===== src/rtl/cse_pkg.sv =====
package cse_pkg;
	// Counter operating modes
	typedef enum logic [1:0] {
		MODE_EDGE  = 2'b00,
		MODE_TRAIN = 2'b01,
		MODE_ETS   = 2'b10
	} cse_mode_type;

	// Sequencing phase of a generated pulse
	typedef enum logic [1:0] {
		PH_IDLE  = 2'b00,
		PH_DELAY = 2'b01,
		PH_WIDTH = 2'b10
	} cse_phase_type;

	localparam int unsigned CNT_W   = 32;
	localparam int unsigned INCR_W  = 8;
	localparam int unsigned EXT_W   = 24;
	localparam int unsigned SYNC_STAGES = 2;

	// Register offsets
	localparam logic [7:0] OFF_CTRL       = 8'h00;
	localparam logic [7:0] OFF_CMD        = 8'h04;
	localparam logic [7:0] OFF_SEL        = 8'h08;
	localparam logic [7:0] OFF_ENC        = 8'h0C;
	localparam logic [7:0] OFF_DELAY      = 8'h10;
	localparam logic [7:0] OFF_WIDTH_HI   = 8'h14;
	localparam logic [7:0] OFF_WIDTH_LO   = 8'h18;
	localparam logic [7:0] OFF_INCR       = 8'h1C;
	localparam logic [7:0] OFF_COUNT      = 8'h20;
	localparam logic [7:0] OFF_STATUS     = 8'h24;
	localparam logic [7:0] OFF_PIO_ROUTE  = 8'h80;
	localparam logic [7:0] OFF_TRIG_ROUTE = 8'h84;

	// Control and route field positions
	localparam int unsigned CTRL_SRC_FALL  = 2;
	localparam int unsigned CTRL_GATE_FALL = 3;
	localparam int unsigned CTRL_TOGGLE    = 4;
	localparam int unsigned CTRL_INVERT    = 5;
	localparam int unsigned CTRL_DIR_B     = 6;
	localparam int unsigned CTRL_HWARM_EN  = 7;
	localparam int unsigned ROUTE_EN       = 3;

	// Write masks and reset values
	localparam logic [31:0] SEL_WMASK = 32'h1F1F_1F1F;
	localparam logic [31:0] ENC_WMASK = 32'h001F_1F1F;
	localparam logic [31:0] RST_REG   = 32'h0000_0000;

	// Legal choices of each selector, one bit per selector code
	localparam logic [31:0] MASK_SRC  = 32'h0307_FFFF;
	localparam logic [31:0] MASK_GATE = 32'h0CFD_FFF8;
	localparam logic [31:0] MASK_AUX  = 32'h1E1D_FFF8;
	localparam logic [31:0] MASK_ARM  = 32'h041D_FFF8;
	localparam logic [31:0] MASK_ENC  = 32'h0005_FFF8;
endpackage : cse_pkg


===== src/rtl/cse_sel_mux.sv =====
`timescale 1ns/1ps
module cse_sel_mux #(
	parameter logic [31:0] MASK = 32'h0000_0000
) (
	// Candidates and choice
	input  wire logic [31:0] vec,
	input  wire logic [4:0]  sel,
	// Chosen level
	output logic             lvl
);
	// Codes outside the mask give a quiet low instead of a stray signal
	assign lvl = MASK[sel] & vec[sel];
endmodule : cse_sel_mux


===== src/rtl/cse_counter.sv =====
`timescale 1ns/1ps
module cse_counter #(
	parameter int unsigned CNT_W  = 32,
	parameter int unsigned INCR_W = 8
) (
	// Clock and reset
	input  wire logic                clk,
	input  wire logic                rst,
	// Selected signals
	input  wire logic                src_lvl,
	input  wire logic                gate_lvl,
	input  wire logic                dir_lvl,
	input  wire logic                hardware_arm_input_lvl,
	// Control
	input  wire logic                arm_cmd,
	input  wire logic                disarm_cmd,
	input  wire logic                hardware_arm_input_en,
	input  wire cse_pkg::cse_mode_type mode,
	input  wire logic                src_fall,
	input  wire logic                gate_fall,
	input  wire logic                out_toggle,
	input  wire logic                dir_from_b,
	input  wire logic [CNT_W-1:0]    delay,
	input  wire logic [CNT_W-1:0]    width_hi,
	input  wire logic [CNT_W-1:0]    width_lo,
	input  wire logic [INCR_W-1:0]   incr,
	// State
	output logic [CNT_W-1:0]         count_q,
	output logic                     armed_q,
	output logic                     out_lvl_q,
	output logic                     tc
);
	logic                  src_prev_q;
	logic                  gate_prev_q;
	logic                  arm_prev_q;
	logic                  train_hi_q;
	logic [CNT_W-1:0]      cur_delay_q;
	cse_pkg::cse_phase_type phase_q;
	logic                  src_evt;
	logic                  gate_evt;
	logic                  arm_go;
	logic                  arm_start;
	logic                  tc_evt;

	function automatic logic [CNT_W-1:0] dec1(input logic [CNT_W-1:0] v);
		dec1 = (v == '0) ? '0 : v - 1'b1;
	endfunction : dec1

	assign src_evt   = src_fall ? (src_prev_q & ~src_lvl) : (~src_prev_q & src_lvl);
	assign gate_evt  = gate_fall ? (gate_prev_q & ~gate_lvl) : (~gate_prev_q & gate_lvl);
	assign arm_go    = arm_cmd | (hardware_arm_input_en & hardware_arm_input_lvl & ~arm_prev_q);
	assign arm_start = arm_go & ~armed_q;
	assign tc        = armed_q & (count_q == '0);
	assign tc_evt    = armed_q & src_evt & (count_q == '0) &
		((mode == cse_pkg::MODE_TRAIN) | ((mode == cse_pkg::MODE_ETS) & (phase_q != cse_pkg::PH_IDLE)));

	always_ff @(posedge clk or posedge rst) begin
		if (rst) begin
			src_prev_q  <= 1'b0;
			gate_prev_q <= 1'b0;
			arm_prev_q  <= 1'b0;
		end else begin
			src_prev_q  <= src_lvl;
			gate_prev_q <= gate_lvl;
			arm_prev_q  <= hardware_arm_input_lvl;
		end
	end

	// Arm beats a disarm in the same cycle so a trigger is never lost
	always_ff @(posedge clk or posedge rst) begin
		if (rst) begin
			armed_q <= 1'b0;
		end else if (arm_go) begin
			armed_q <= 1'b1;
		end else if (disarm_cmd) begin
			armed_q <= 1'b0;
		end
	end

	always_ff @(posedge clk or posedge rst) begin
		if (rst) begin
			count_q     <= '0;
			phase_q     <= cse_pkg::PH_IDLE;
			train_hi_q  <= 1'b0;
			cur_delay_q <= '0;
		end else if (arm_start) begin
			cur_delay_q <= delay;
			train_hi_q  <= 1'b0;
			count_q     <= (mode == cse_pkg::MODE_TRAIN) ? dec1(delay) : '0;
			phase_q     <= (mode == cse_pkg::MODE_TRAIN) ? cse_pkg::PH_DELAY : cse_pkg::PH_IDLE;
		end else if (!armed_q) begin
			phase_q <= cse_pkg::PH_IDLE;
		end else begin
			case (mode)
				cse_pkg::MODE_EDGE: begin
					if (src_evt) begin
						count_q <= (!dir_from_b || dir_lvl) ? count_q + 1'b1 : count_q - 1'b1;
					end
				end
				cse_pkg::MODE_TRAIN: begin
					if (src_evt) begin
						if (count_q == '0) begin
							count_q    <= dec1(train_hi_q ? width_lo : width_hi);
							train_hi_q <= ~train_hi_q;
						end else begin
							count_q <= count_q - 1'b1;
						end
					end
				end
				cse_pkg::MODE_ETS: begin
					case (phase_q)
						cse_pkg::PH_IDLE: begin
							if (gate_evt) begin
								count_q <= dec1(cur_delay_q);
								phase_q <= cse_pkg::PH_DELAY;
							end
						end
						cse_pkg::PH_DELAY: begin
							if (src_evt) begin
								count_q <= (count_q == '0) ? dec1(width_hi) : count_q - 1'b1;
								phase_q <= (count_q == '0) ? cse_pkg::PH_WIDTH : cse_pkg::PH_DELAY;
							end
						end
						cse_pkg::PH_WIDTH: begin
							if (src_evt) begin
								if (count_q == '0) begin
									phase_q     <= cse_pkg::PH_IDLE;
									cur_delay_q <= cur_delay_q + CNT_W'(incr);
								end else begin
									count_q <= count_q - 1'b1;
								end
							end
						end
						default: begin
							phase_q <= cse_pkg::PH_IDLE;
						end
					endcase
				end
				default: begin
					count_q <= count_q;
				end
			endcase
		end
	end

	always_ff @(posedge clk or posedge rst) begin
		if (rst) begin
			out_lvl_q <= 1'b0;
		end else if (!armed_q) begin
			out_lvl_q <= 1'b0;
		end else if (tc_evt) begin
			out_lvl_q <= out_toggle ? ~out_lvl_q : 1'b1;
		end else if (!out_toggle) begin
			out_lvl_q <= 1'b0;
		end
	end
endmodule : cse_counter


===== src/rtl/cse_routing.sv =====
`timescale 1ns/1ps
// Functional notes
// - Each counter holds a 32-bit count
// - EQUIVALENT_TIME_SAMPLING_MODE: pulse after delay, delay grows each
// - EQUIVALENT_TIME_SAMPLING_MODE delay increment spans 0 to 255
// - EQUIVALENT_TIME_SAMPLING_MODE ignores gate edges during pulse
// - EQUIVALENT_TIME_SAMPLING_MODE sequence repeats until counter disarmed
// - Frequency division is continuous pulse train
// - Count changes on selected source edge
// - Source selector: timebases, triggers, terminals, backplane
// - Source may take other counter's flag, gate
// - Source and gate routable out; outputs start off
// - Gate selector choices plus other counter's signals
// - Auxiliary input selected from listed trigger sources
// - Auxiliary also takes cross and own gate
// - Phase B input sets count direction
// - Separate phase A, B, Z selectors
// - Nothing runs until counter is armed
// - Arm by software or hardware arm input
// - Hardware arm selector choices incl. other output
// - Terminal count flag when armed and count is zero
// - Output pulses or toggles, polarity selectable
// - Delays and widths counted in source edges
module cse_routing (
	// Clock and reset
	input  wire logic        CORE_CLK,
	input  wire logic        RST,
	// APB slave
	input  wire logic        PSEL,
	input  wire logic        PENABLE,
	input  wire logic        PWRITE,
	input  wire logic [7:0]  PADDR,
	input  wire logic [31:0] PWDATA,
	output logic      [31:0] PRDATA,
	output logic             PREADY,
	output logic             PSLVERR,
	// Timebases
	input  wire logic        TIMEBASE_80M,
	input  wire logic        TIMEBASE_20M,
	input  wire logic        TIMEBASE_100K,
	// Trigger lines, terminals and backplane
	input  wire logic [7:0]  SYSTEM_TRIGGER_LINE_IN,
	output logic      [7:0]  SYSTEM_TRIGGER_LINE_OUT,
	output logic      [7:0]  SYSTEM_TRIGGER_LINE_OE,
	input  wire logic [5:0]  PROGRAMMABLE_IO_TERMINAL_IN,
	output logic      [3:0]  PROGRAMMABLE_IO_TERMINAL_OUT,
	output logic      [3:0]  PROGRAMMABLE_IO_TERMINAL_OE,
	input  wire logic        BACKPLANE_REFERENCE_CLOCK,
	input  wire logic        BACKPLANE_STAR_TRIGGER,
	// Acquisition and generation timing
	input  wire logic        ACQUISITION_REFERENCE_TRIGGER,
	input  wire logic        ACQUISITION_START_TRIGGER,
	input  wire logic        ACQUISITION_SAMPLE_CLOCK,
	input  wire logic        ACQUISITION_CONVERT_CLOCK,
	input  wire logic        GENERATION_SAMPLE_CLOCK,
	// Counter state
	output logic      [1:0]  COUNTER_OUT,
	output logic      [1:0]  TERMINAL_COUNT_FLAG
);
	localparam int unsigned NCTR = 2;

	logic [cse_pkg::EXT_W-1:0] ext_raw;
	logic [cse_pkg::EXT_W-1:0] sync1_q;
	logic [cse_pkg::EXT_W-1:0] sync2_q;

	logic [7:0]          ctrl_q      [NCTR];
	logic [31:0]         sel_q       [NCTR];
	logic [31:0]         enc_q       [NCTR];
	logic [31:0]         delay_q     [NCTR];
	logic [31:0]         whi_q       [NCTR];
	logic [31:0]         wlo_q       [NCTR];
	logic [7:0]          incr_q      [NCTR];
	logic                arm_cmd_q   [NCTR];
	logic                disarm_cmd_q[NCTR];
	logic [15:0]         pio_route_q;
	logic [31:0]         trig_route_q;

	logic [31:0]         vec         [NCTR];
	logic [NCTR-1:0]     src_m, gate_m, aux_m, arm_m, a_m, b_m, z_m;
	logic [NCTR-1:0]     src_l_q, gate_l_q, aux_l_q, arm_l_q, a_l_q, b_l_q, z_l_q;
	logic [31:0]         cnt         [NCTR];
	logic [NCTR-1:0]     armed;
	logic [NCTR-1:0]     out_lvl;
	logic [NCTR-1:0]     tc_w;
	logic [3:0]          route_src;

	logic                pready_q;
	logic [31:0]         prdata_q;
	logic                pslverr_q;
	logic                wr_en;
	logic [7:0]          reg_off;
	logic                ctr_idx;
	logic [31:0]         rdata_d;
	logic                err_d;

	assign ext_raw = {GENERATION_SAMPLE_CLOCK, ACQUISITION_CONVERT_CLOCK, ACQUISITION_SAMPLE_CLOCK,
		ACQUISITION_START_TRIGGER, ACQUISITION_REFERENCE_TRIGGER, BACKPLANE_STAR_TRIGGER,
		BACKPLANE_REFERENCE_CLOCK, PROGRAMMABLE_IO_TERMINAL_IN, SYSTEM_TRIGGER_LINE_IN,
		TIMEBASE_100K, TIMEBASE_20M, TIMEBASE_80M};

	// A timebase faster than half the core clock aliases here; only slower sources count true
	always_ff @(posedge CORE_CLK or posedge RST) begin
		if (RST) begin
			sync1_q <= '0;
			sync2_q <= '0;
		end else begin
			sync1_q <= ext_raw;
			sync2_q <= sync1_q;
		end
	end

	// APB slave: no wait state, answer registered in the setup cycle
	assign wr_en   = PSEL & PENABLE & PWRITE & pready_q;
	assign reg_off = {2'b00, PADDR[5:2], 2'b00};
	assign ctr_idx = PADDR[6];

	always_comb begin
		rdata_d = 32'h0000_0000;
		err_d   = 1'b0;
		if (PADDR[7]) begin
			if (PADDR[6]) begin
				err_d = 1'b1;
			end else if ({PADDR[7:2], 2'b00} == cse_pkg::OFF_PIO_ROUTE) begin
				rdata_d = {16'h0000, pio_route_q};
			end else if ({PADDR[7:2], 2'b00} == cse_pkg::OFF_TRIG_ROUTE) begin
				rdata_d = trig_route_q;
			end else begin
				err_d = 1'b1;
			end
		end else begin
			case (reg_off)
				cse_pkg::OFF_CTRL:     rdata_d = {24'h0000_00, ctrl_q[ctr_idx]};
				cse_pkg::OFF_CMD:      rdata_d = 32'h0000_0000;
				cse_pkg::OFF_SEL:      rdata_d = sel_q[ctr_idx];
				cse_pkg::OFF_ENC:      rdata_d = enc_q[ctr_idx];
				cse_pkg::OFF_DELAY:    rdata_d = delay_q[ctr_idx];
				cse_pkg::OFF_WIDTH_HI: rdata_d = whi_q[ctr_idx];
				cse_pkg::OFF_WIDTH_LO: rdata_d = wlo_q[ctr_idx];
				cse_pkg::OFF_INCR:     rdata_d = {24'h0000_00, incr_q[ctr_idx]};
				cse_pkg::OFF_COUNT:    rdata_d = cnt[ctr_idx];
				cse_pkg::OFF_STATUS:   rdata_d = {23'h0000_00, z_l_q[ctr_idx], b_l_q[ctr_idx],
					a_l_q[ctr_idx], aux_l_q[ctr_idx], gate_l_q[ctr_idx], src_l_q[ctr_idx],
					COUNTER_OUT[ctr_idx], TERMINAL_COUNT_FLAG[ctr_idx], armed[ctr_idx]};
				default:               err_d = 1'b1;
			endcase
		end
	end

	always_ff @(posedge CORE_CLK or posedge RST) begin
		if (RST) begin
			pready_q  <= 1'b0;
			prdata_q  <= 32'h0000_0000;
			pslverr_q <= 1'b0;
		end else begin
			pready_q <= PSEL & ~PENABLE;
			if (PSEL && !PENABLE) begin
				prdata_q  <= PWRITE ? 32'h0000_0000 : rdata_d;
				pslverr_q <= err_d;
			end else begin
				pslverr_q <= 1'b0;
			end
		end
	end

	assign PRDATA  = prdata_q;
	assign PREADY  = pready_q;
	assign PSLVERR = pslverr_q;

	always_ff @(posedge CORE_CLK or posedge RST) begin
		if (RST) begin
			pio_route_q  <= 16'h0000;
			trig_route_q <= cse_pkg::RST_REG;
		end else if (wr_en && PADDR[7] && !PADDR[6]) begin
			if ({PADDR[7:2], 2'b00} == cse_pkg::OFF_PIO_ROUTE) begin
				pio_route_q <= PWDATA[15:0];
			end
			if ({PADDR[7:2], 2'b00} == cse_pkg::OFF_TRIG_ROUTE) begin
				trig_route_q <= PWDATA;
			end
		end
	end

	genvar c;
	generate
		for (c = 0; c < NCTR; c++) begin : g_ctr
			localparam int O = 1 - c;

			always_ff @(posedge CORE_CLK or posedge RST) begin
				if (RST) begin
					ctrl_q[c]       <= 8'h00;
					sel_q[c]        <= cse_pkg::RST_REG;
					enc_q[c]        <= cse_pkg::RST_REG;
					delay_q[c]      <= cse_pkg::RST_REG;
					whi_q[c]        <= cse_pkg::RST_REG;
					wlo_q[c]        <= cse_pkg::RST_REG;
					incr_q[c]       <= 8'h00;
					arm_cmd_q[c]    <= 1'b0;
					disarm_cmd_q[c] <= 1'b0;
				end else begin
					arm_cmd_q[c]    <= 1'b0;
					disarm_cmd_q[c] <= 1'b0;
					if (wr_en && !PADDR[7] && (ctr_idx == 1'(c))) begin
						case (reg_off)
							cse_pkg::OFF_CTRL:     ctrl_q[c]  <= PWDATA[7:0];
							cse_pkg::OFF_CMD: begin
								arm_cmd_q[c]    <= PWDATA[0];
								disarm_cmd_q[c] <= PWDATA[1];
							end
							cse_pkg::OFF_SEL:      sel_q[c]   <= PWDATA & cse_pkg::SEL_WMASK;
							cse_pkg::OFF_ENC:      enc_q[c]   <= PWDATA & cse_pkg::ENC_WMASK;
							cse_pkg::OFF_DELAY:    delay_q[c] <= PWDATA;
							cse_pkg::OFF_WIDTH_HI: whi_q[c]   <= PWDATA;
							cse_pkg::OFF_WIDTH_LO: wlo_q[c]   <= PWDATA;
							cse_pkg::OFF_INCR:     incr_q[c]  <= PWDATA[7:0];
							default: begin
								arm_cmd_q[c] <= 1'b0;
							end
						endcase
					end
				end
			end

			// Cross routes use registered copies, which breaks gate/source loops
			assign vec[c] = {3'b000, gate_l_q[c], src_l_q[O], COUNTER_OUT[O], gate_l_q[O],
				TERMINAL_COUNT_FLAG[O], sync2_q};

			cse_sel_mux #(.MASK(cse_pkg::MASK_SRC)) u_src (
				.vec(vec[c]), .sel(sel_q[c][4:0]), .lvl(src_m[c]));
			cse_sel_mux #(.MASK(cse_pkg::MASK_GATE)) u_gate (
				.vec(vec[c]), .sel(sel_q[c][12:8]), .lvl(gate_m[c]));
			cse_sel_mux #(.MASK(cse_pkg::MASK_AUX)) u_aux (
				.vec(vec[c]), .sel(sel_q[c][20:16]), .lvl(aux_m[c]));
			cse_sel_mux #(.MASK(cse_pkg::MASK_ARM)) u_arm (
				.vec(vec[c]), .sel(sel_q[c][28:24]), .lvl(arm_m[c]));
			cse_sel_mux #(.MASK(cse_pkg::MASK_ENC)) u_a (
				.vec(vec[c]), .sel(enc_q[c][4:0]), .lvl(a_m[c]));
			cse_sel_mux #(.MASK(cse_pkg::MASK_ENC)) u_b (
				.vec(vec[c]), .sel(enc_q[c][12:8]), .lvl(b_m[c]));
			cse_sel_mux #(.MASK(cse_pkg::MASK_ENC)) u_z (
				.vec(vec[c]), .sel(enc_q[c][20:16]), .lvl(z_m[c]));

			always_ff @(posedge CORE_CLK or posedge RST) begin
				if (RST) begin
					src_l_q[c]  <= 1'b0;
					gate_l_q[c] <= 1'b0;
					aux_l_q[c]  <= 1'b0;
					arm_l_q[c]  <= 1'b0;
					a_l_q[c]    <= 1'b0;
					b_l_q[c]    <= 1'b0;
					z_l_q[c]    <= 1'b0;
				end else begin
					src_l_q[c]  <= src_m[c];
					gate_l_q[c] <= gate_m[c];
					aux_l_q[c]  <= aux_m[c];
					arm_l_q[c]  <= arm_m[c];
					a_l_q[c]    <= a_m[c];
					b_l_q[c]    <= b_m[c];
					z_l_q[c]    <= z_m[c];
				end
			end

			cse_counter #(.CNT_W(cse_pkg::CNT_W), .INCR_W(cse_pkg::INCR_W)) u_counter (
				.clk       (CORE_CLK),
				.rst       (RST),
				.src_lvl   (src_l_q[c]),
				.gate_lvl  (gate_l_q[c]),
				.dir_lvl   (b_l_q[c]),
				.hardware_arm_input_lvl(arm_l_q[c]),
				.arm_cmd   (arm_cmd_q[c]),
				.disarm_cmd(disarm_cmd_q[c]),
				.hardware_arm_input_en (ctrl_q[c][cse_pkg::CTRL_HWARM_EN]),
				.mode      (cse_pkg::cse_mode_type'(ctrl_q[c][1:0])),
				.src_fall  (ctrl_q[c][cse_pkg::CTRL_SRC_FALL]),
				.gate_fall (ctrl_q[c][cse_pkg::CTRL_GATE_FALL]),
				.out_toggle(ctrl_q[c][cse_pkg::CTRL_TOGGLE]),
				.dir_from_b(ctrl_q[c][cse_pkg::CTRL_DIR_B]),
				.delay     (delay_q[c]),
				.width_hi  (whi_q[c]),
				.width_lo  (wlo_q[c]),
				.incr      (incr_q[c]),
				.count_q   (cnt[c]),
				.armed_q   (armed[c]),
				.out_lvl_q (out_lvl[c]),
				.tc        (tc_w[c])
			);

			always_ff @(posedge CORE_CLK or posedge RST) begin
				if (RST) begin
					COUNTER_OUT[c]         <= 1'b0;
					TERMINAL_COUNT_FLAG[c] <= 1'b0;
				end else begin
					COUNTER_OUT[c]         <= out_lvl[c] ^ ctrl_q[c][cse_pkg::CTRL_INVERT];
					TERMINAL_COUNT_FLAG[c] <= tc_w[c];
				end
			end

			logic src_prev_h;
			always_ff @(posedge CORE_CLK or posedge RST) begin
				if (RST) begin
					src_prev_h <= 1'b0;
				end else begin
					src_prev_h <= src_l_q[c];
				end
			end

			tc_zero_a: assert property (@(posedge CORE_CLK) disable iff (RST)
				##1 TERMINAL_COUNT_FLAG[c] == $past(armed[c] && (cnt[c] == 32'h0000_0000)))
				else $error("terminal count flag does not follow zero count");
			arm_hold_a: assert property (@(posedge CORE_CLK) disable iff (RST)
				!armed[c] ##1 !armed[c] |-> $stable(cnt[c]))
				else $error("count moved while disarmed");
			sw_arm_a: assert property (@(posedge CORE_CLK) disable iff (RST)
				arm_cmd_q[c] |=> armed[c])
				else $error("software arm did not arm");
			count_up_a: assert property (@(posedge CORE_CLK) disable iff (RST)
				(armed[c] && ctrl_q[c][1:0] == 2'b00 && src_l_q[c] && !src_prev_h
				&& !ctrl_q[c][cse_pkg::CTRL_SRC_FALL] && !ctrl_q[c][cse_pkg::CTRL_DIR_B])
				|=> cnt[c] == $past(cnt[c]) + 32'h0000_0001)
				else $error("edge count did not increment");
			dir_down_a: assert property (@(posedge CORE_CLK) disable iff (RST)
				(armed[c] && ctrl_q[c][1:0] == 2'b00 && src_l_q[c] && !src_prev_h
				&& !ctrl_q[c][cse_pkg::CTRL_SRC_FALL] && ctrl_q[c][cse_pkg::CTRL_DIR_B] && !b_l_q[c])
				|=> cnt[c] == $past(cnt[c]) - 32'h0000_0001)
				else $error("phase B low did not count down");
			pulse_one_a: assert property (@(posedge CORE_CLK) disable iff (RST)
				(!ctrl_q[c][cse_pkg::CTRL_TOGGLE] && out_lvl[c]) |=> !out_lvl[c])
				else $error("pulse on terminal count wider than one cycle");
			src_legal_a: assert property (@(posedge CORE_CLK) disable iff (RST)
				!cse_pkg::MASK_SRC[sel_q[c][4:0]] |=> !src_l_q[c])
				else $error("illegal source choice passed a signal");
			reset_idle_a: assert property (@(posedge CORE_CLK)
				$past(RST) |-> (cnt[c] == 32'h0000_0000 && !armed[c] && !COUNTER_OUT[c]))
				else $error("counter not idle after reset");
			ets_cov: cover property (@(posedge CORE_CLK) disable iff (RST)
				ctrl_q[c][1:0] == 2'b10 && $rose(out_lvl[c]));
			tc_cov: cover property (@(posedge CORE_CLK) disable iff (RST)
				$rose(TERMINAL_COUNT_FLAG[c]));
		end
	endgenerate

	assign route_src = {gate_l_q[1], src_l_q[1], gate_l_q[0], src_l_q[0]};

	genvar t;
	generate
		for (t = 0; t < 4; t++) begin : g_pio
			always_ff @(posedge CORE_CLK or posedge RST) begin
				if (RST) begin
					PROGRAMMABLE_IO_TERMINAL_OUT[t] <= 1'b0;
					PROGRAMMABLE_IO_TERMINAL_OE[t]  <= 1'b0;
				end else begin
					PROGRAMMABLE_IO_TERMINAL_OUT[t] <= route_src[pio_route_q[4*t +: 2]];
					PROGRAMMABLE_IO_TERMINAL_OE[t]  <= pio_route_q[4*t + cse_pkg::ROUTE_EN];
				end
			end
		end
		for (t = 0; t < 8; t++) begin : g_trig
			always_ff @(posedge CORE_CLK or posedge RST) begin
				if (RST) begin
					SYSTEM_TRIGGER_LINE_OUT[t] <= 1'b0;
					SYSTEM_TRIGGER_LINE_OE[t]  <= 1'b0;
				end else begin
					SYSTEM_TRIGGER_LINE_OUT[t] <= route_src[trig_route_q[4*t +: 2]];
					SYSTEM_TRIGGER_LINE_OE[t]  <= trig_route_q[4*t + cse_pkg::ROUTE_EN];
				end
			end
		end
	endgenerate

	oe_off_a: assert property (@(posedge CORE_CLK) disable iff (RST)
		(pio_route_q == 16'h0000) |=> (PROGRAMMABLE_IO_TERMINAL_OE == 4'h0))
		else $error("terminal driven without a route");
	oe_cov: cover property (@(posedge CORE_CLK) disable iff (RST)
		$rose(PROGRAMMABLE_IO_TERMINAL_OE[0]));
endmodule : cse_routing


===== config.mk =====
export PLATFORM = sky130hd
export DESIGN_NAME = cse_routing
export DESIGN_NICKNAME = d
export VERILOG_FILES = /design/src/rtl/cse_pkg.sv /design/src/rtl/cse_sel_mux.sv /design/src/rtl/cse_counter.sv /design/src/rtl/cse_routing.sv
export SDC_FILE = /design/constraint.sdc
export NUM_CORES = 2
export LEC_CHECK = 0
export BUFFER_PORTS_ARGS = -buffer_cell sky130_fd_sc_hd__buf_2
export CAP_MARGIN = 20
export CORE_UTILIZATION = 45
export DETAILED_ROUTE_END_ITERATION = 6
export PLACE_DENSITY = 0.62
export SLEW_MARGIN = 20
export SYNTH_ARGS = -nofsm -noshare
export SYNTH_HDL_FRONTEND = slang
export SYNTH_SLANG_ARGS = --single-unit

===== constraint.sdc =====
create_clock -name CORE_CLK -period 22.4 [get_ports CORE_CLK]
set_clock_uncertainty 0.1 [all_clocks]
set_input_delay 4.48 -clock CORE_CLK [delete_from_list [all_inputs] [get_ports CORE_CLK]]
set_output_delay 4.48 -clock CORE_CLK [all_outputs]
set_load 0.1 [all_outputs]

# ---- After elaboration in Yosys (flattened, before gate mapping)
# Memory sizes are Yosys's and may differ from the RTL's.
# Cells that the tools add are included.
dict set report op_classes {
  magnitude_cmp 28
  div 0
  eq_ne 45
  multipliers 0
  addsub 14
  shift 0
  bitwise 67
  n_mux 222
  reduce_logical 71
}
# op count
set op_table {}
lappend op_table {{$mux W32} 67}
lappend op_table {{$pmux W32 S3} 4}
lappend op_table {{$logic_not A32 Y1} 10}
lappend op_table {{$sub A32 B1 Y32 const B} 10}
lappend op_table {{$pmux W32 S9} 1}
lappend op_table {{$mux W1} 98}
lappend op_table {{$lt A5 B6 Y1 const B} 14}
lappend op_table {{$bmux W1 S5} 14}
lappend op_table {{$add A32 B1 Y32 const B} 2}
lappend op_table {{$add A32 B8 Y32} 2}
lappend op_table {{$mux W8} 6}
lappend op_table {{$and A1 B1 Y1} 42}
lappend op_table {{$lt A2 B3 Y1 const B} 12}
lappend op_table {{$mux W2} 16}
lappend op_table {{$ne A4 B4 Y1 const B} 8}
lappend op_table {{$reduce_and A2 Y1} 16}
lappend op_table {{$reduce_bool A2 Y1} 16}
lappend op_table {{$mux W29} 1}
lappend op_table {{$bmux W1 S2} 12}
lappend op_table {{$ne A4 B2 Y1 const B} 6}
lappend op_table {{$mux W21} 1}
lappend op_table {{$reduce_and A5 Y1} 4}
lappend op_table {{$not A1 Y1} 18}
lappend op_table {{$reduce_and A9 Y1} 2}
lappend op_table {{other kinds (25)} 65}
dict set report word_totals {
  ff_bits 614
  mem_bits_rw 0
  romBits 448
  output_inout_bits 62
  input_bits 69
  latchBits 0
  mem_count 14
}
# name words width read_ports rd_clocked_by_memory_dff wr line_no
set mem_list {}
lappend mem_list {{(no name shown)} 32 1 1 0 0 cse_sel_mux.sv:12} ;# assign lvl = MASK[sel] & vec[sel];
lappend mem_list {{(no name shown)} 32 1 1 0 0 cse_sel_mux.sv:12}
lappend mem_list {{(no name shown)} 32 1 1 0 0 cse_sel_mux.sv:12}
lappend mem_list {{(no name shown)} 32 1 1 0 0 cse_sel_mux.sv:12}
lappend mem_list {{(no name shown)} 32 1 1 0 0 cse_sel_mux.sv:12}
lappend mem_list {{(no name shown)} 32 1 1 0 0 cse_sel_mux.sv:12}
lappend mem_list {{8 more memories} - - - - - -}

# ---- Depth between registers and ports, before layout
dict set report depth {
  word_depth 8
  ltp_mapped 16
  depth_no_buf 11
}

# ---- Cells and area by module
# From an unflattened synthesis, not the netlist that was laid out.
dict set report unflattened {
  cells_unflattened 4505
  hier_area_um2 43723.2
}
# module instances seq_area_each_um2 area_per_inst_um2 cells_per_inst
set modules_own_cells {}
lappend modules_own_cells {cse_routing 1 11761.3 20170.6 1395}
lappend modules_own_cells {{cse_counter (g_ctr[1].u_counter)} 1 1801.7 10258.6 1392}
lappend modules_own_cells {{cse_counter (g_ctr[0].u_counter)} 1 1801.7 10243.6 1420}
lappend modules_own_cells {{cse_sel_mux (g_ctr[0].u_a ...)} 6 0.0 157.7 15}
lappend modules_own_cells {{cse_sel_mux (g_ctr[0].u_arm ...)} 2 0.0 339.1 30}
lappend modules_own_cells {{cse_sel_mux (g_ctr[0].u_src ...)} 2 0.0 244.0 24}
lappend modules_own_cells {{cse_sel_mux (g_ctr[0].u_aux ...)} 2 0.0 242.7 26}
lappend modules_own_cells {{cse_sel_mux (g_ctr[0].u_gate ...)} 2 0.0 226.5 24}

# ---- Worst setup path before layout
# Ideal clock, no wire load.
dict set report synth_path {
  path_type {input port to flip-flop}
  from {in PADDR[6]}
  to {reg prdata_q[1] (netlist: PRDATA[1])}
  stages 8
  required_time_ps 22178
  setup_ps 122
  n_path_buf 4
  arrival_ps 6711
  path_slack_ps 15467
  path_cell_list {clkbuf_1 > buf_1 > clkbuf_1 > clkbuf_1 > a31oi_1 > a2111oi_0 > o22ai_1 > a22o_1}
}
dict set report synth_between {
  elab_chain_len 7
  word_cells_on_any_way 35
  cone_classes {eq/ne (2); mux (32); bitwise (1)}
}
# element line_no
set synth_lines {}
lappend synth_lines {{start, declared} cse_routing.sv:32} ;# input wire logic [7:0] PADDR,
lappend synth_lines {{$not A1 Y2 (implied by the code)} -}
lappend synth_lines {{$mux W32 (implied by the code), or another cell as far along (3 in a row)} cse_routing.sv:140} ;# cse_pkg::OFF_COUNT: rdata_d = cnt[ctr_idx];
lappend synth_lines {{$pmux W32 S9} cse_routing.sv:131} ;# case (reg_off)
lappend synth_lines {{$mux W32 *} cse_routing.sv:120} ;# if (PADDR[7]) begin
lappend synth_lines {{$mux W32 *} cse_routing.sv:157} ;# prdata_q <= PWRITE ? 32'h0000_0000 : rdata_d;
lappend synth_lines {{end signal, assigned} cse_routing.sv:157}
lappend synth_lines {{end, declared} cse_routing.sv:88} ;# logic [31:0] prdata_q;
# Every way passes the cells marked *; elsewhere a longest branch is shown, timed or not. The select of a mux whose other input is x is not followed.
# A chain may end at the register's enable or synchronous reset.

==> results <==
- The total congestion overflow after global routing is 0.
- The library cell appearing most often on the critical path is sky130_fd_sc_hd__buf_4.
- Once detailed placement completed, the half-perimeter wirelength came to 140000 µm.
- The proportion of synthesized chip area in sequential cells is 35.5%.
- The setup check on the worst reg-to-reg path leaves a slack of 17610 ps.
- The weighted congestion reported at the end of routability-driven placement is 1.10.
- STA classifies the critical path startpoint as a primary input.
- The critical path endpoint is g_ctr[1].u_counter.train_hi_q.
- The launching instance or port of the critical path is RST.
- The post-layout instance count excluding filler cells is 5863.
- The number of nets at the end of the flow is 4652.
- The area growth from synthesis to layout is 9.19%.
- Combinational logic burns 11.4% of the power.
- Entering global routing, the biggest net connects 84 pins.
- The final number of max-transition violations is 0.
- The via count of the first global-routing pass was 37578.
- The number of sinks on the clock net is 614.
- The clock latency on the worst-skew pair is 690 ps.
- The number of antenna violations at the first check in global routing is 15.
- The number of DRC violations after detailed routing is 2.
- The share of post-route cells with drive strength above 1 is 18.9%.
- The port buffer count is 128.
- The clock period minus worst slack is 7830 ps.
- The largest area contributor in the netlist is sky130_fd_sc_hd__dfrtp_1.
- The post-layout utilization of the core is 49.7%.
- The worst setup slack before clock tree synthesis is 13720 ps.
- The number of buffers on the longest clock path is 3.
- In this run the standard cell core region covers 0.0950 mm².
- The async set-or-reset flop fraction in the synthesized netlist is 100%.
- The die outline height is 312 µm.
- The critical path goes through buf_2 -> inv_8 -> buf_4 -> buf_4 -> buf_4 -> buf_4.
- The headroom to the max-slew limit is 10.5%.
- The switching power of the nets is 0.000810 W.
- The initial core utilization is 45.5%.
- Once the clock tree was built, the resizer swapped 0 gates to a different size.
- The total iterations of the first detailed-routing run is 7.
- IR analysis of the VDD net gives a maximum drop of 85.3 µV.
- In this run the worst hold path is classified as reg -> reg.
- The global-route wire length before repair is 273000 µm.
- Counting instances in the post-synthesis netlist gives the leading cell types as 614 x sky130_fd_sc_hd__dfrtp_1, 361 x sky130_fd_sc_hd__clkbuf_1, 354 x sky130_fd_sc_hd__nand2_1.
- The aggregate routed wire length is 191000 µm.
- At the pin with the least slew margin, the transition time is 1330 ps.
- Setup repair after global routing left no endpoint under its margin.
- The clock-pin slew on the worst setup and hold paths is 60 ps.
- The count of cells along the worst register-to-register path is 9.
- The critical path arrival is 8310 ps.
- For the worst setup path, the data required time is 22880 ps.
- Setup violations remaining at the end of the flow were counted as 0.
- Synthesis produced 4671 cells.
- The routed layout has 41001 vias.
- The power share of the clock group is 46.5%.
- In this run the critical register-to-register path is captured at g_ctr[0].u_counter.cur_delay_q[22].
- After detailed routing, the average wire length per cell comes to 32.6 µm.
- By instance count, the leading cell after synthesis is sky130_fd_sc_hd__dfrtp_1.
- The run finished, with violations left.
- The switching fraction of total power is 29.1%.
- The final reports fail on design-rule violations.
- The count of hold buffers inserted by post-cts repair is 0.
- The worst path setup slack after routing is 14570 ps.
- Yosys printed 0 warnings.
- The cell at the root of the clock tree is sky130_fd_sc_hd__clkbuf_16.
- In the post-synthesis netlist, the biggest area contributors are sky130_fd_sc_hd__dfrtp_1 36%, sky130_fd_sc_hd__mux2_2 9.2%, sky130_fd_sc_hd__mux2i_1 4.3%.
- The highest fanout seen on the critical path is 82.
- The nature of the critical path endpoint is an asynchronous set/reset pin.
- The count of pins on the block boundary is 131.
- The critical setup path kind is in -> async.
- The sum of negative setup slack is 0 ps.
- Sequential cells account for 42.1% of the total power.
- The number of placement rows is 113.
- Counting every net in the synthesized netlist gives 4788.
- The synthesized area is 0.0432 mm².
- The horizontal extent of the die is 312 µm.
- The internal portion of the total power is 0.00197 W.
- The number of levels the H-tree was split into is 3.
- The leakage power is 20.3 nW.
- Dividing the synthesized area by the synthesized cell count gives 9.26 µm².
- The slowest stage of the critical path is the sky130_fd_sc_hd__buf_4 cell.
- After synthesis the netlist holds a flip-flop and latch count of 614.
- The power density over the cells is 59.0 mW/mm².
- The die covers 0.0973 mm².
- The worst reg2reg path startpoint is g_ctr[0].u_counter.count_q[20].
- The cell count after placement is 5722.
- After detailed routing, the number of vias per cell comes to 6.99.
- The upper clock frequency limit is 128 MHz.
- After the first detailed-routing iteration, the DRC count stood at 6160.
- The final antenna-violating net count is 0.
- The reported max-cap violation count is 0.
- The largest incremental delay on the critical path is 850 ps.
- The number of hold-slack violations in the final timing report was 0.
- TritonCTS built the clock tree.
- Global routing used 38.3% of the available tracks.
- The prevailing post-synth register cell is sky130_fd_sc_hd__dfrtp_1.
- The final critical path takes up 35.0% of the cycle.
- The netlist uses 105 different library cells.
- The fraction of post-synthesis cell area in the top cell type by area is 35.5%.
- Once the clock tree was built, the setup fixing pass inserted 0 buffers.
- Yosys mapped a number of flops with a built-in enable equal to 0.
- The clock buffer count from CTS is 74.
[layout by cell type, fill, tap and decap left out, types with 63 or more instances in the layout]
master	n
sky130_fd_sc_hd__a22oi_1	117
sky130_fd_sc_hd__xnor2_1	179
sky130_fd_sc_hd__mux2_2	352
sky130_fd_sc_hd__xor2_1	146
sky130_fd_sc_hd__o22ai_1	77
sky130_fd_sc_hd__buf_4	91
sky130_fd_sc_hd__nand3_1	127
sky130_fd_sc_hd__dfrtp_1	612
sky130_fd_sc_hd__buf_2	127
sky130_fd_sc_hd__inv_1	69
sky130_fd_sc_hd__mux2i_1	184
sky130_fd_sc_hd__nor3_1	155
sky130_fd_sc_hd__nand2_1	354
sky130_fd_sc_hd__mux4_2	63
sky130_fd_sc_hd__o211ai_1	63
sky130_fd_sc_hd__nor4_1	101
sky130_fd_sc_hd__clkbuf_16	75
sky130_fd_sc_hd__o21ai_0	273
sky130_fd_sc_hd__nor2_1	269
sky130_fd_sc_hd__a21oi_1	156
sky130_fd_sc_hd__or3_1	66
[metal layers]
layer	routed length (µm)	track usage (%)
met1	74300	51.4
met2	80300	55.6
met3	21200	8.83
met4	15300	24.7
met5	78	0
[critical path, delay by kind of cell]
family                 cells  cell delay [ps]
buffers and inverters      6             3660
[power groups by stage]
stage / clock, W / sequential [W] / combinational (W)
4_1_cts: 0.00130 / 0.00117 / 0.000307
2_1_floorplan: 0 / 0.00119 / 0.000191
3_5_place_dp: 0 / 0.00119 / 0.000306
6_report: 0.00129 / 0.00117 / 0.000317
3_3_place_gp: 0 / 0.00119 / 0.000306
5_1_grt: 0.00134 / 0.00117 / 0.000331
[through the flow]
stage                     hold WS [ps]  total power (W)  area, µm²
after floorplan                    231          0.00138      43200
after global routing               247          0.00284      47200
after CTS                          245          0.00278      47100
after global placement             232          0.00149      44600
final                              245          0.00278      47200
after detailed placement           235          0.00150      44600
[cell type report]
type                       count  area, µm²
antenna                        5       12.5
clock buffer                 100       2070
clock inverter                34        495
fill                        8971      47800
inverter                      72        278
multi-input combinational   3551      26000
sequential                   614      15400
tap                         1265       1580
timing repair buffer         222       1390
[worst min-delay path by stage]
stage | from | cells after the start | to | slack [ps]
floorplan | sync1_q[0] | 0 | sync2_q[0] | 230
global placement | sync1_q[1] | 0 | sync2_q[1] | 230
detailed placement | sync1_q[13] | 0 | sync2_q[13] | 230
CTS | sync1_q[7] | 0 | sync2_q[7] | 240
global route | sync1_q[15] | 0 | sync2_q[15] | 250
finish | sync1_q[18] | 0 | sync2_q[18] | 250
[cells by family after synthesis]
kind of cell    count (synthesis)  share of synthesized area, %
fa+ha+maj                      48                          1.42
simple gates                 1473                          17.8
compound gates               1106                          17.3
mux                           599                          16.7
xor+xnor                      325                          6.58
buf+inv                       506                          4.61
flops                         614                          35.5
[flip-flops by register name (all words and copies together) (netlist names), 4 cells and up]
signal,cells
trig_route_q,32
g_ctr.u_counter.count_q,64
wlo_q,64
sync1_q,24
sel_q,40
enc_q,30
g_ctr.u_counter.cur_delay_q,64
sync2_q,24
whi_q,64
ctrl_q,16
pio_route_q,16
incr_q,16
PRDATA,32
SYSTEM_TRIGGER_LINE_OE,8
SYSTEM_TRIGGER_LINE_OUT,8
g_ctr.u_counter.phase_q,4
PROGRAMMABLE_IO_TERMINAL_OE,4
delay_q,64
PROGRAMMABLE_IO_TERMINAL_OUT,4
(Power assumes the default switching activity.)
